[config.mk]
export PLATFORM = sky130hd
export DESIGN_NAME = udbr_core
export DESIGN_NICKNAME = d
export VERILOG_FILES = /design/src/udbr_pkg.sv /design/src/udbr_core.sv
export SDC_FILE = /design/constraint.sdc
export NUM_CORES = 1
export LEC_CHECK = 0
export ABC_AREA = 1
export BUFFER_PORTS_ARGS = -buffer_cell sky130_fd_sc_hd__buf_2
export CAP_MARGIN = 40
export CORE_ASPECT_RATIO = 1.25
export CORE_UTILIZATION = 25
export DETAILED_ROUTE_END_ITERATION = 12
export HOLD_SLACK_MARGIN = 0.02
export PLACE_DENSITY = 0.45
export SLEW_MARGIN = 20
export SYNTH_ARGS = -nofsm -noshare
export SYNTH_HDL_FRONTEND = slang
export SYNTH_SLANG_ARGS = --single-unit
export TNS_END_PERCENT = 1
[constraint.sdc]
create_clock -name clk_sys -period 1.9 [get_ports clk_sys]
set_clock_uncertainty 0.1 [all_clocks]
set_input_delay 0.38 -clock clk_sys [delete_from_list [all_inputs] [get_ports clk_sys]]
set_output_delay 0.38 -clock clk_sys [all_outputs]
set_load 0.01 [all_outputs]
[src/udbr_pkg.sv]
package udbr_pkg;

    // bus geometry
    localparam int ADDR_W = 5;
    localparam int DATA_W = 32;
    localparam int BE_W = 4;
    localparam int BYTE_W = 8;
    localparam int DIV_W = 16;

    // register byte offsets
    localparam logic [ADDR_W-1:0] OFS_RX_DATA = 5'h00;
    localparam logic [ADDR_W-1:0] OFS_TX_DATA = 5'h04;
    localparam logic [ADDR_W-1:0] OFS_BAUD_LO = 5'h08;
    localparam logic [ADDR_W-1:0] OFS_BAUD_HI = 5'h0c;
    localparam logic [ADDR_W-1:0] OFS_BAUD_CTRL = 5'h10;
    localparam logic [ADDR_W-1:0] OFS_RX_STAT = 5'h14;
    localparam logic [ADDR_W-1:0] OFS_IRQ_STAT = 5'h18;
    localparam logic [ADDR_W-1:0] OFS_IRQ_MASK = 5'h1c;

    // baud_control_reg fields
    localparam int CTL_W = 3;
    localparam int CTL_TX_NINTH = 0;
    localparam int CTL_RX_EN = 1;
    localparam int CTL_WIDE = 2;
    localparam logic [CTL_W-1:0] CTL_RESET = 3'h0;

    // receive status fields
    localparam int ST_W = 5;
    localparam int ST_NINTH = 0;
    localparam int ST_FRAME_ERROR_FLAG = 1;
    localparam int ST_OVERRUN_FLAG = 2;
    localparam int ST_PEND = 3;
    localparam int ST_TX_FULL = 4;

    // interrupt status / mask fields
    localparam int IRQ_W = 4;
    localparam int IRQ_RX = 0;
    localparam int IRQ_OVERRUN_FLAG = 1;
    localparam int IRQ_TXE = 2;
    localparam int IRQ_FRAME_ERROR_FLAG = 3;
    localparam logic [IRQ_W-1:0] IRQ_RESET = 4'h0;

    localparam logic [BYTE_W-1:0] BYTE_RESET = 8'h00;
    localparam logic [DIV_W-1:0] DIV_RESET = 16'h0000;
    localparam logic [DATA_W-1:0] WORD_ZERO = 32'h0000_0000;

    typedef struct packed {
        logic wide;
        logic rxEnable;
        logic txNinth;
    } udbr_ctrl_type;

    typedef struct packed {
        logic frameErr;
        logic ninth;
        logic [BYTE_W-1:0] data;
    } udbr_rx_char_type;

    typedef struct packed {
        logic ninth;
        logic [BYTE_W-1:0] data;
    } udbr_tx_char_type;

    localparam udbr_rx_char_type RX_CHAR_RESET = '{1'b0, 1'b0, 8'h00};
    localparam udbr_tx_char_type TX_CHAR_RESET = '{1'b0, 8'h00};

endpackage

[src/udbr_core.sv]
// How it works
// - rx_data_holding shows low byte of oldest unread character, read-only, resets zero.
// - receive buffer holds characters with ninth bit while next one shifts in.
// - tx_data_holding is read/write, double buffered with ninth bit, resets zero.
// - baud divisor is sixteen bits in low and high byte registers, both reset zero.
// - writing baud_divisor_low restarts the baud counter at once.
// - writing baud_divisor_high restarts the baud counter at once.
// - high byte counts only when wide_divisor_select is set; else low byte alone.
// - buffer holds two; a third full character sets overrun and blocks reception.
// - rx_pending_flag is high while receiver enabled and a character unread; not writable.
// - reading rx_data_holding advances buffer; frame_error_flag follows the next character.
//
// Chosen here: the address map and the Avalon-MM interface to the registers.
module udbr_core #(
    parameter int RX_DEPTH = 2
) (
    input wire logic clk_sys, // system clock
    input wire logic reset_n, // async reset, active low
    input wire logic [udbr_pkg::ADDR_W-1:0] avs_address, // byte address
    input wire logic avs_read, // read request
    input wire logic avs_write, // write request
    input wire logic [udbr_pkg::DATA_W-1:0] avs_writedata, // write data
    input wire logic [udbr_pkg::BE_W-1:0] avs_byteenable, // byte lanes
    output logic [udbr_pkg::DATA_W-1:0] avs_readdata, // read data
    output logic avs_waitrequest, // stall until answered
    input wire logic rxCharValid, // pulse: shifter finished a character
    input wire udbr_pkg::udbr_rx_char_type rxChar, // finished character
    input wire logic txTake, // pulse: shifter loads the held character
    output udbr_pkg::udbr_tx_char_type txChar, // held transmit character
    output logic txCharValid, // a character waits for the shifter
    output logic baudTick, // pulse once per divisor period
    output logic irq // level interrupt
);
    import udbr_pkg::*;

    localparam int PTR_W = (RX_DEPTH > 1) ? $clog2(RX_DEPTH) : 1;
    localparam int CNT_W = PTR_W + 1;
    localparam logic [CNT_W-1:0] CNT_ZERO = '0;
    localparam logic [CNT_W-1:0] CNT_ONE = 1;
    localparam logic [CNT_W-1:0] CNT_FULL = CNT_W'(RX_DEPTH);
    localparam logic [PTR_W-1:0] PTR_ZERO = '0;
    localparam logic [PTR_W-1:0] PTR_ONE = 1;
    localparam logic [PTR_W-1:0] PTR_LAST = PTR_W'(RX_DEPTH - 1);

    if (RX_DEPTH < 2) begin : g_depthCheck
        $error("udbr_core: RX_DEPTH must be at least 2");
    end

    function automatic logic regHit(input logic [ADDR_W-1:0] addr,
                                    input logic [ADDR_W-1:0] ofs);
        regHit = (addr == ofs);
    endfunction

    function automatic logic [DIV_W-1:0] activeDivisor(input logic wide,
                                                       input logic [BYTE_W-1:0] hi,
                                                       input logic [BYTE_W-1:0] lo);
        activeDivisor = wide ? {hi, lo} : {BYTE_RESET, lo};
    endfunction

    function automatic logic [PTR_W-1:0] ptrInc(input logic [PTR_W-1:0] p);
        ptrInc = (p == PTR_LAST) ? PTR_ZERO : p + PTR_ONE;
    endfunction

    // bus slave state
    logic waitReq_r;
    logic [DATA_W-1:0] readData_r;
    logic [DATA_W-1:0] readData_nxt;
    logic rdAccept;
    logic wrAccept;
    logic wrLow;

    // register state
    udbr_ctrl_type ctrl_r;
    logic [BYTE_W-1:0] divLow_r;
    logic [BYTE_W-1:0] divHigh_r;
    logic [BYTE_W-1:0] divLow_nxt;
    logic [BYTE_W-1:0] divHigh_nxt;
    udbr_tx_char_type txChar_r;
    logic txFull_r;
    logic [IRQ_W-1:0] irqStat_r;
    logic [IRQ_W-1:0] irqMask_r;
    logic [IRQ_W-1:0] irqEvent;
    logic irq_r;

    // receive buffer
    udbr_rx_char_type rxMem [RX_DEPTH];
    logic [PTR_W-1:0] rdPtr_r;
    logic [PTR_W-1:0] wrPtr_r;
    logic [CNT_W-1:0] rxCount_r;
    logic overrun_r;
    logic rxPush;
    logic rxPop;
    logic popArmed_r;
    logic overrunSet;
    logic rxNotEmpty;
    logic rxPending;
    udbr_rx_char_type rxTop;

    // baud counter
    logic [DIV_W-1:0] baudCnt_r;
    logic baudTick_r;
    logic baudRestart;

    // bus handshake: answer one cycle after a request is seen
    assign rdAccept = avs_read && !waitReq_r;
    assign wrAccept = avs_write && !waitReq_r;
    assign wrLow = wrAccept && avs_byteenable[0];

    always_ff @(posedge clk_sys or negedge reset_n) begin
        if (!reset_n) begin
            waitReq_r <= 1'b1;
        end else if ((avs_read || avs_write) && waitReq_r) begin
            waitReq_r <= 1'b0;
        end else begin
            waitReq_r <= 1'b1;
        end
    end

    // receive buffer status
    assign rxNotEmpty = (rxCount_r != CNT_ZERO);
    assign rxTop = rxMem[rdPtr_r];
    assign rxPending = ctrl_r.rxEnable && rxNotEmpty;

    always_comb begin
        readData_nxt = WORD_ZERO;
        unique case (1'b1)
            regHit(avs_address, OFS_RX_DATA): begin
                readData_nxt[BYTE_W-1:0] = rxTop.data;
            end
            regHit(avs_address, OFS_TX_DATA): begin
                readData_nxt[BYTE_W-1:0] = txChar_r.data;
            end
            regHit(avs_address, OFS_BAUD_LO): begin
                readData_nxt[BYTE_W-1:0] = divLow_r;
            end
            regHit(avs_address, OFS_BAUD_HI): begin
                readData_nxt[BYTE_W-1:0] = divHigh_r;
            end
            regHit(avs_address, OFS_BAUD_CTRL): begin
                readData_nxt[CTL_W-1:0] = ctrl_r;
            end
            regHit(avs_address, OFS_RX_STAT): begin
                readData_nxt[ST_NINTH] = rxNotEmpty && rxTop.ninth;
                readData_nxt[ST_FRAME_ERROR_FLAG] = rxNotEmpty && rxTop.frameErr;
                readData_nxt[ST_OVERRUN_FLAG] = overrun_r;
                readData_nxt[ST_PEND] = rxPending;
                readData_nxt[ST_TX_FULL] = txFull_r;
            end
            regHit(avs_address, OFS_IRQ_STAT): begin
                readData_nxt[IRQ_W-1:0] = irqStat_r;
            end
            regHit(avs_address, OFS_IRQ_MASK): begin
                readData_nxt[IRQ_W-1:0] = irqMask_r;
            end
            default: begin
                readData_nxt = WORD_ZERO;
            end
        endcase
    end

    // read data is loaded as waitrequest falls and holds through the accept edge
    always_ff @(posedge clk_sys or negedge reset_n) begin
        if (!reset_n) begin
            readData_r <= WORD_ZERO;
        end else if (avs_read && waitReq_r) begin
            readData_r <= readData_nxt;
        end
    end

    // pop only the character that the answer carried, not one pushed meanwhile
    always_ff @(posedge clk_sys or negedge reset_n) begin
        if (!reset_n) begin
            popArmed_r <= 1'b0;
        end else if (avs_read && waitReq_r) begin
            popArmed_r <= regHit(avs_address, OFS_RX_DATA) && rxNotEmpty;
        end
    end

    // control register
    always_ff @(posedge clk_sys or negedge reset_n) begin
        if (!reset_n) begin
            ctrl_r <= CTL_RESET;
        end else if (wrLow && regHit(avs_address, OFS_BAUD_CTRL)) begin
            ctrl_r <= avs_writedata[CTL_W-1:0];
        end
    end

    // divisor bytes
    always_comb begin
        divLow_nxt = divLow_r;
        divHigh_nxt = divHigh_r;
        if (wrLow && regHit(avs_address, OFS_BAUD_LO)) begin
            divLow_nxt = avs_writedata[BYTE_W-1:0];
        end
        if (wrLow && regHit(avs_address, OFS_BAUD_HI)) begin
            divHigh_nxt = avs_writedata[BYTE_W-1:0];
        end
    end

    always_ff @(posedge clk_sys or negedge reset_n) begin
        if (!reset_n) begin
            divLow_r <= BYTE_RESET;
            divHigh_r <= BYTE_RESET;
        end else begin
            divLow_r <= divLow_nxt;
            divHigh_r <= divHigh_nxt;
        end
    end

    // any write to either divisor byte restarts the count
    assign baudRestart = wrAccept && (regHit(avs_address, OFS_BAUD_LO)
                                      || regHit(avs_address, OFS_BAUD_HI));

    // down counter: divisor N gives one tick every N+1 clocks
    always_ff @(posedge clk_sys or negedge reset_n) begin
        if (!reset_n) begin
            baudCnt_r <= DIV_RESET;
            baudTick_r <= 1'b0;
        end else if (baudRestart) begin
            baudCnt_r <= activeDivisor(ctrl_r.wide, divHigh_nxt, divLow_nxt);
            baudTick_r <= 1'b0;
        end else if (baudCnt_r == DIV_RESET) begin
            baudCnt_r <= activeDivisor(ctrl_r.wide, divHigh_r, divLow_r);
            baudTick_r <= 1'b1;
        end else begin
            baudCnt_r <= baudCnt_r - 16'h0001;
            baudTick_r <= 1'b0;
        end
    end

    // transmit holding register: new write wins over a same-cycle take
    always_ff @(posedge clk_sys or negedge reset_n) begin
        if (!reset_n) begin
            txChar_r <= TX_CHAR_RESET;
        end else if (wrLow && regHit(avs_address, OFS_TX_DATA)) begin
            txChar_r <= '{ctrl_r.txNinth, avs_writedata[BYTE_W-1:0]};
        end
    end

    always_ff @(posedge clk_sys or negedge reset_n) begin
        if (!reset_n) begin
            txFull_r <= 1'b0;
        end else if (wrLow && regHit(avs_address, OFS_TX_DATA)) begin
            txFull_r <= 1'b1;
        end else if (txTake) begin
            txFull_r <= 1'b0;
        end
    end

    // receive buffer control
    assign rxPush = rxCharValid && ctrl_r.rxEnable && !overrun_r
                    && (rxCount_r != CNT_FULL);
    assign overrunSet = rxCharValid && ctrl_r.rxEnable && !overrun_r
                        && (rxCount_r == CNT_FULL);
    assign rxPop = rdAccept && popArmed_r;

    generate
        for (genvar i = 0; i < RX_DEPTH; i++) begin : g_rxSlot
            always_ff @(posedge clk_sys or negedge reset_n) begin
                if (!reset_n) begin
                    rxMem[i] <= RX_CHAR_RESET;
                end else if (rxPush && (wrPtr_r == PTR_W'(i))) begin
                    rxMem[i] <= rxChar;
                end
            end
        end
    endgenerate

    always_ff @(posedge clk_sys or negedge reset_n) begin
        if (!reset_n) begin
            wrPtr_r <= PTR_ZERO;
            rdPtr_r <= PTR_ZERO;
        end else begin
            if (rxPush) begin
                wrPtr_r <= ptrInc(wrPtr_r);
            end
            if (rxPop) begin
                rdPtr_r <= ptrInc(rdPtr_r);
            end
        end
    end

    always_ff @(posedge clk_sys or negedge reset_n) begin
        if (!reset_n) begin
            rxCount_r <= CNT_ZERO;
        end else if (rxPush && !rxPop) begin
            rxCount_r <= rxCount_r + CNT_ONE;
        end else if (rxPop && !rxPush) begin
            rxCount_r <= rxCount_r - CNT_ONE;
        end
    end

    // overrun holds until the receiver is disabled
    always_ff @(posedge clk_sys or negedge reset_n) begin
        if (!reset_n) begin
            overrun_r <= 1'b0;
        end else if (overrunSet) begin
            overrun_r <= 1'b1;
        end else if (!ctrl_r.rxEnable) begin
            overrun_r <= 1'b0;
        end
    end

    // interrupt status, write one to clear, set wins
    always_comb begin
        irqEvent = IRQ_RESET;
        irqEvent[IRQ_RX] = rxPush;
        irqEvent[IRQ_OVERRUN_FLAG] = overrunSet;
        irqEvent[IRQ_TXE] = txTake && txFull_r;
        irqEvent[IRQ_FRAME_ERROR_FLAG] = rxPush && rxChar.frameErr;
    end

    always_ff @(posedge clk_sys or negedge reset_n) begin
        if (!reset_n) begin
            irqStat_r <= IRQ_RESET;
        end else if (wrLow && regHit(avs_address, OFS_IRQ_STAT)) begin
            irqStat_r <= (irqStat_r & ~avs_writedata[IRQ_W-1:0]) | irqEvent;
        end else begin
            irqStat_r <= irqStat_r | irqEvent;
        end
    end

    always_ff @(posedge clk_sys or negedge reset_n) begin
        if (!reset_n) begin
            irqMask_r <= IRQ_RESET;
        end else if (wrLow && regHit(avs_address, OFS_IRQ_MASK)) begin
            irqMask_r <= avs_writedata[IRQ_W-1:0];
        end
    end

    always_ff @(posedge clk_sys or negedge reset_n) begin
        if (!reset_n) begin
            irq_r <= 1'b0;
        end else begin
            irq_r <= |(irqStat_r & irqMask_r);
        end
    end

    assign avs_waitrequest = waitReq_r;
    assign avs_readdata = readData_r;
    assign txChar = txChar_r;
    assign txCharValid = txFull_r;
    assign baudTick = baudTick_r;
    assign irq = irq_r;

endmodule

== Yosys cells after proc, flatten, opt, wreduce, memory -nomap -nowiden ==
Cells that the tools add are included.

* Memories: 0
* Register bits after elaboration: 90
* Bits of input ports: 57
* RAM bits: 0
* Output and inout bits: 45
* Bits in latches: 0
* Bits in read-only memories: 0

* Equality and inequality tests: 10
* Add/sub/neg operators: 5
* Shift operators: 0
* Bitwise gates (word level): 7
* Mux-type cells: 25
* Multipliers: 0
* Order comparisons: 1
* Div/mod/pow operators: 0
* Reductions and logical operators: 39

{| class="wikitable"
|+ Operators by type and width
! cell !! number
|-
| 2-to-1 mux 16 bit || 4
|-
| 2-to-1 mux 10 bit || 3
|-
| logical AND 1 bit || 27
|-
| case mux 3 bit (8 select lines) || 1
|-
| == test 5 bit (second input constant) || 4
|-
| zero test 16 bit || 1
|-
| 2-to-1 mux 8 bit || 2
|-
| subtractor 16 x 1 -> 16 bit (second input constant) || 1
|-
| case mux 3 bit (4 select lines) || 1
|-
| == test 5 x 4 -> 1 bit (second input constant) || 2
|-
| 2-to-1 mux 1 bit || 9
|-
| bitwise AND 4 bit || 2
|-
| OR 4 bit || 2
|-
| case mux 1 bit (7 select lines) || 1
|-
| nonzero test 2 bit || 3
|-
| == test 5 x 3 -> 1 bit (second input constant) || 1
|-
| zero test 5 bit || 1
|-
| case mux 1 bit (5 select lines) || 1
|-
| zero test 1 bit || 4
|-
| 2-to-1 mux 2 bit || 2
|-
| 2-to-1 mux 4 bit || 1
|-
| inverter 4 bit || 1
|-
| OR reduction 4 bit || 1
|-
| adder 1 bit (second input constant) || 2
|-
| 9 further kinds || 10
|}

== Depth between registers and ports, before layout ==
* Depth in word-level cells: 7
* Mapped depth: 11
* Gate-level depth less buffers: 11

== Worst setup path after synthesis ==
OpenSTA, ideal clock, no wires.

* Path kind: register to register
* Start point: register baudCnt_r[0]
* End point: register baudCnt_r[5]
* Stages on the path, launching flop included: 9
* Arrival: 1.362 ns
* Setup slack: 0.314 ns
* Data required time: 1.676 ns
* Buffers on the path: 0
* Library setup time: 0.124 ns
* Cell sequence: dfrtp_1 -> inv_1 -> ha_1 -> nand2_1 -> nor2_1 -> nand3_1 -> or2_2 -> nand3_1 -> nand2_1

* Word-level cells in the longest chain between the ends: 3
* Elaborated cells on any way between the ends: 4
* Those cells by class: add/sub: 1; mux: 2; reduce/logical: 1

{| class="wikitable"
|+ Ends and longest elaborated chain
! item !! RTL line !! source
|-
| start: declaration || udbr_core.sv:100 || <nowiki>logic [DIV_W-1:0] baudCnt_r;</nowiki>
|-
| start signal: assignment || udbr_core.sv:220 || <nowiki>baudCnt_r <= activeDivisor(ctrl_r.wide, divHigh_nxt, divLow_nxt);</nowiki>
|-
| start signal: assignment || udbr_core.sv:223 || <nowiki>baudCnt_r <= activeDivisor(ctrl_r.wide, divHigh_r, divLow_r);</nowiki>
|-
| start signal: assignment || udbr_core.sv:226 || <nowiki>baudCnt_r <= baudCnt_r - 16'h0001;</nowiki>
|-
| subtractor 16 x 1 -> 16 bit / zero test 16 bit (equally long branches) || udbr_core.sv:226, udbr_core.sv:222 ||
|-
| 2-to-1 mux 16 bit (*) || udbr_core.sv:222 || <nowiki>end else if (baudCnt_r == DIV_RESET) begin</nowiki>
|-
| 2-to-1 mux 16 bit (*) || udbr_core.sv:219 || <nowiki>end else if (baudRestart) begin</nowiki>
|}

Mark *: on every way between the ends. The rest lies on a longest branch, timed or not.
A chain may end at the register's enable or synchronous reset.

== Final worst setup path ==
* Start point: register baudCnt_r[0]
* End point: register baudCnt_r[11]

The elaborated chain is that of the path after synthesis.

==> results by group <==
Cells and area
  • Share of layout cells above drive strength 1: between 15 and 20%
  • Syn-to-layout area delta: 18.46%
  • Layout Cells excl Fill: around 960
  • Final nets: between 700 and 800
  • Filler Cell Count: between 2000 and 2500
  • Post-route design area: around 5800 um2
  • ANT cells: 0

Global route
  • First-pass GRT wire length: about 22 mm
  • GRT Overall Usage: between 10 and 15%
  • Largest net degree at the start of global routing: just over 50
  • GRT overflow: 0
  • Initial antenna violation count: 0
  • Vias in the first global route: 4036

Drt
  • WL/cell: between 10 and 15 um
  • Vias/cell: ~4.3
  • Post-route ant nets: 0
  • Drt initial violations: around 150
  • Routed WL: between 10 and 15 mm
  • Vias: between 4000 and 5000
  • DRT Pass-1 Iters: 6
  • DR DRC count: 0

Clocking
  • CTS HTree Levels: 3
  • Worst-Skew Late Latency: ~0.36 ns
  • Root Driver: clkbuf_16
  • Clk pin slew, worst setup/hold paths: 0.07 ns
  • Num CTS Buffers: 9
  • Clock sink total: 90
  • CTS tree: done
  • Post-CTS Setup Bufs: 0
  • Clock Tree Buf Depth: 2

Place
  • Placed insts: between 900 and 1000
  • DP Area: around 5500 um2
  • Gpl congestion: around 0.8
  • DP HPWL: about 11 mm
  • Place WS: 0.1052 ns
  • Buffers on Ports: 50

Logic synthesis
  • Syn Inst Count: about 650
  • Avg Inst Size Synth: between 7 and 8 um2
  • Area leader, netlist: dfrtp_1
  • Post-synth EDFFs: 0
  • Most used DFF post-synth: dfrtp_1
  • Async SR Flop Fraction: 100.0%
  • Syn. warnings: 0
  • Top cells by area, synth: dfrtp_1 (46%), nand2_1 (21%), o21ai_0 (4.5%)
  • Post-synthesis sequential area ratio: 46.37%
  • Top-count cell post-synth: nand2_1
  • Yosys cell types: 35
  • Commonest cells post-synth: nand2_1 (275), dfrtp_1 (89), nor2_1 (50)
  • Synth top area share: around 46%
  • Synthesized flop and latch total: 90
  • Synthesized area: just under 5000 um2

Timing
  • RSZ-0062 raised after global routing: false
  • Sum Neg Setup Slack: 0 ns
  • Fin. Hold Viols: 0
  • Endpoints failing setup: 0
  • Final period util: between 80% and 90%
  • Tmin final: 1.689 ns
  • Fmax: 0.5919 GHz
  • Setup WS post-layout: 0.2105 ns
  • Final Max Tran Viols: 0

Power and ir drop
  • Combinational share of power: around 28%
  • Clk pwr share: between 20% and 30%
  • Power Dens Cells: 1098 nW/um2
  • Pwr Total: between 6000 and 7000 uW
  • Internal Power: roughly 4000 uW
  • Switching Fraction: a little under two fifths
  • Leak: 0.003044 uW
  • Max VDD drop: between 0.3 and 0.4 mV
  • Switching power: 2332 uW
  • Flop pwr share: 43.7%

Setup path
  • CP dominant cell by count: nand2_1
  • Data arrival time of the worst path: roughly 1.9 ns
  • Worst-path cell chain: inv_2 -> ha_1 -> nand2_1 -> nor2_1 -> nand3_2 -> nor2_2 -> buf_4 -> nand2_1 -> nand2_1 -> nand2_1 -> nand2_1
  • Worst path buffer plus inverter count: 2
  • Kind of cell adding the most delay to the critical path: simple AND/OR/NAND/NOR gates
  • Max Fanout on Critical Path: 8
  • Crit-path slowest cell: dfrtp_1
  • CP required: approximately 2.1 ns
  • CP Capture Type: flop
  • Crit path kind: flop to flop
  • Crit path launch type: flop
  • Max stage delay on crit path: slightly below 0.4 ns

Floorplan
  • Die Width: 126.7 um
  • Core area: roughly 19000 um2
  • # rows: 56
  • Die area: around 20000 um2
  • Io pins: between 100 and 150
  • Initial core utilization: ~26%
  • Die Y: approximately 160 um

Min path
  • Worst hold path type: primary input to flop

Job
  • Max Cap Viol: 0

Status
  • Status: finished, final reports clean
## repair_timing
| action | CTS | global route |
|---|---|---|
| endpoints found under the setup margin | 0 | 3 |
| hold buffers | 1 | 0 |
| endpoints found under the hold margin | 8 | 0 |
| gates resized for setup | 0 | 2 |
## per-layer routing
metal	share of wire (%)	up-vias	GRT usage (%)
li1	-	2131	-
met1	42	1845	16.06
met2	53	68	26.70
met3	2.5	26	2.501
met4	2.5	0	6.122
met5	0	-	0
## power groups by stage
stage          logic [uW]  clock network [uW]  registers, uW
2_1_floorplan        1290                   0           2700
3_3_place_gp         1780                   0           2800
3_5_place_dp         1790                   0           2800
4_1_cts              1800                1830           2760
5_1_grt              2080                1930           2830
6_report             1770                1790           2760
## layout make-up
class                      instances  area, um2  share of cell area [%]
tap                              232      290.3                   5.042
sequential                        90       2253                   39.14
multi-input combinational        490       2256                   39.19
clock buffer                       9      225.2                   3.912
inverter                          53      198.9                   3.456
timing repair buffer              75      467.9                   8.129
clock inverter                     7      65.06                   1.130
## kinds of logic (layout without fill, tap and decap cells)
group | count (synthesis) | count (layout) | share of synthesized area (%)
flip-flops | 90 | 90 | 46.37
other | 1 | 24 | 0.07717
multiplexers | 1 | 1 | 0.2317
XOR/XNOR | 8 | 8 | 1.442
AO/OA/AOI/OAI | 76 | 76 | 9.011
adder cells (fa/ha/maj) | 3 | 3 | 0.7725
buffers and inverters | 88 | 144 | 9.088
AND/OR/NAND/NOR | 378 | 378 | 33.01
## per-stage QoR
stage / utilization (%) / hold slack [ns]
3_5_place_dp: 28.82 / 0.1251
4_1_cts: 30.40 / 0.1214
5_1_grt: 30.43 / 0.1356
6_report: 30.43 / 0.1204
2_1_floorplan: - / -0.01559
3_3_place_gp: 28.82 / 0.1252
## cells in the final DEF (no fill, tap or decap), types with 4 or more instances in the layout
cell,n
inv_2,6
nor2_4,4
clkbuf_16,9
inv_1,46
conb_1,24
o21ai_1,11
o21ai_0,44
buf_4,23
xnor2_1,6
o21ai_2,7
dfrtp_1,89
nand3_1,24
nor2_1,50
nand4_1,10
nand2_1,275
buf_2,49
o211ai_1,8
## state kept, by name, summed over array words and instances, names as in the netlist, 2 cells and up
register / flops
baudCnt_r: 16
irqStat_r: 4
txChar: 9
rxCount_r: 2
divHigh_r: 8
rxMem: 20
avs_readdata: 8
ctrl_r: 3
divLow_r: 8
irqMask_r: 4
## path summary, 6_finish.rpt
| kind | from | to | slack (ns) | cells past startpoint |
|---|---|---|---|---|
| hold reg to reg | rxMem[13]$_DFFE_PN0P_ | rxMem[13]$_DFFE_PN0P_ | 0.37 | 2 |
| max in group asynchronous | reset_n | baudCnt_r[10]$_DFF_PN0_ | 0.77 | 3 |
| setup / recovery | baudCnt_r[0]$_DFF_PN0_ | baudCnt_r[11]$_DFF_PN0_ | 0.21 | 11 |
| setup reg to reg | baudCnt_r[0]$_DFF_PN0_ | baudCnt_r[11]$_DFF_PN0_ | 0.21 | 11 |
| hold / removal | avs_read | avs_waitrequest$_DFF_PN1_ | 0.12 | 2 |
| min in group asynchronous | reset_n | irq$_DFF_PN0_ | 0.30 | 2 |
No activity file was read; power rests on OpenSTA's default activity.
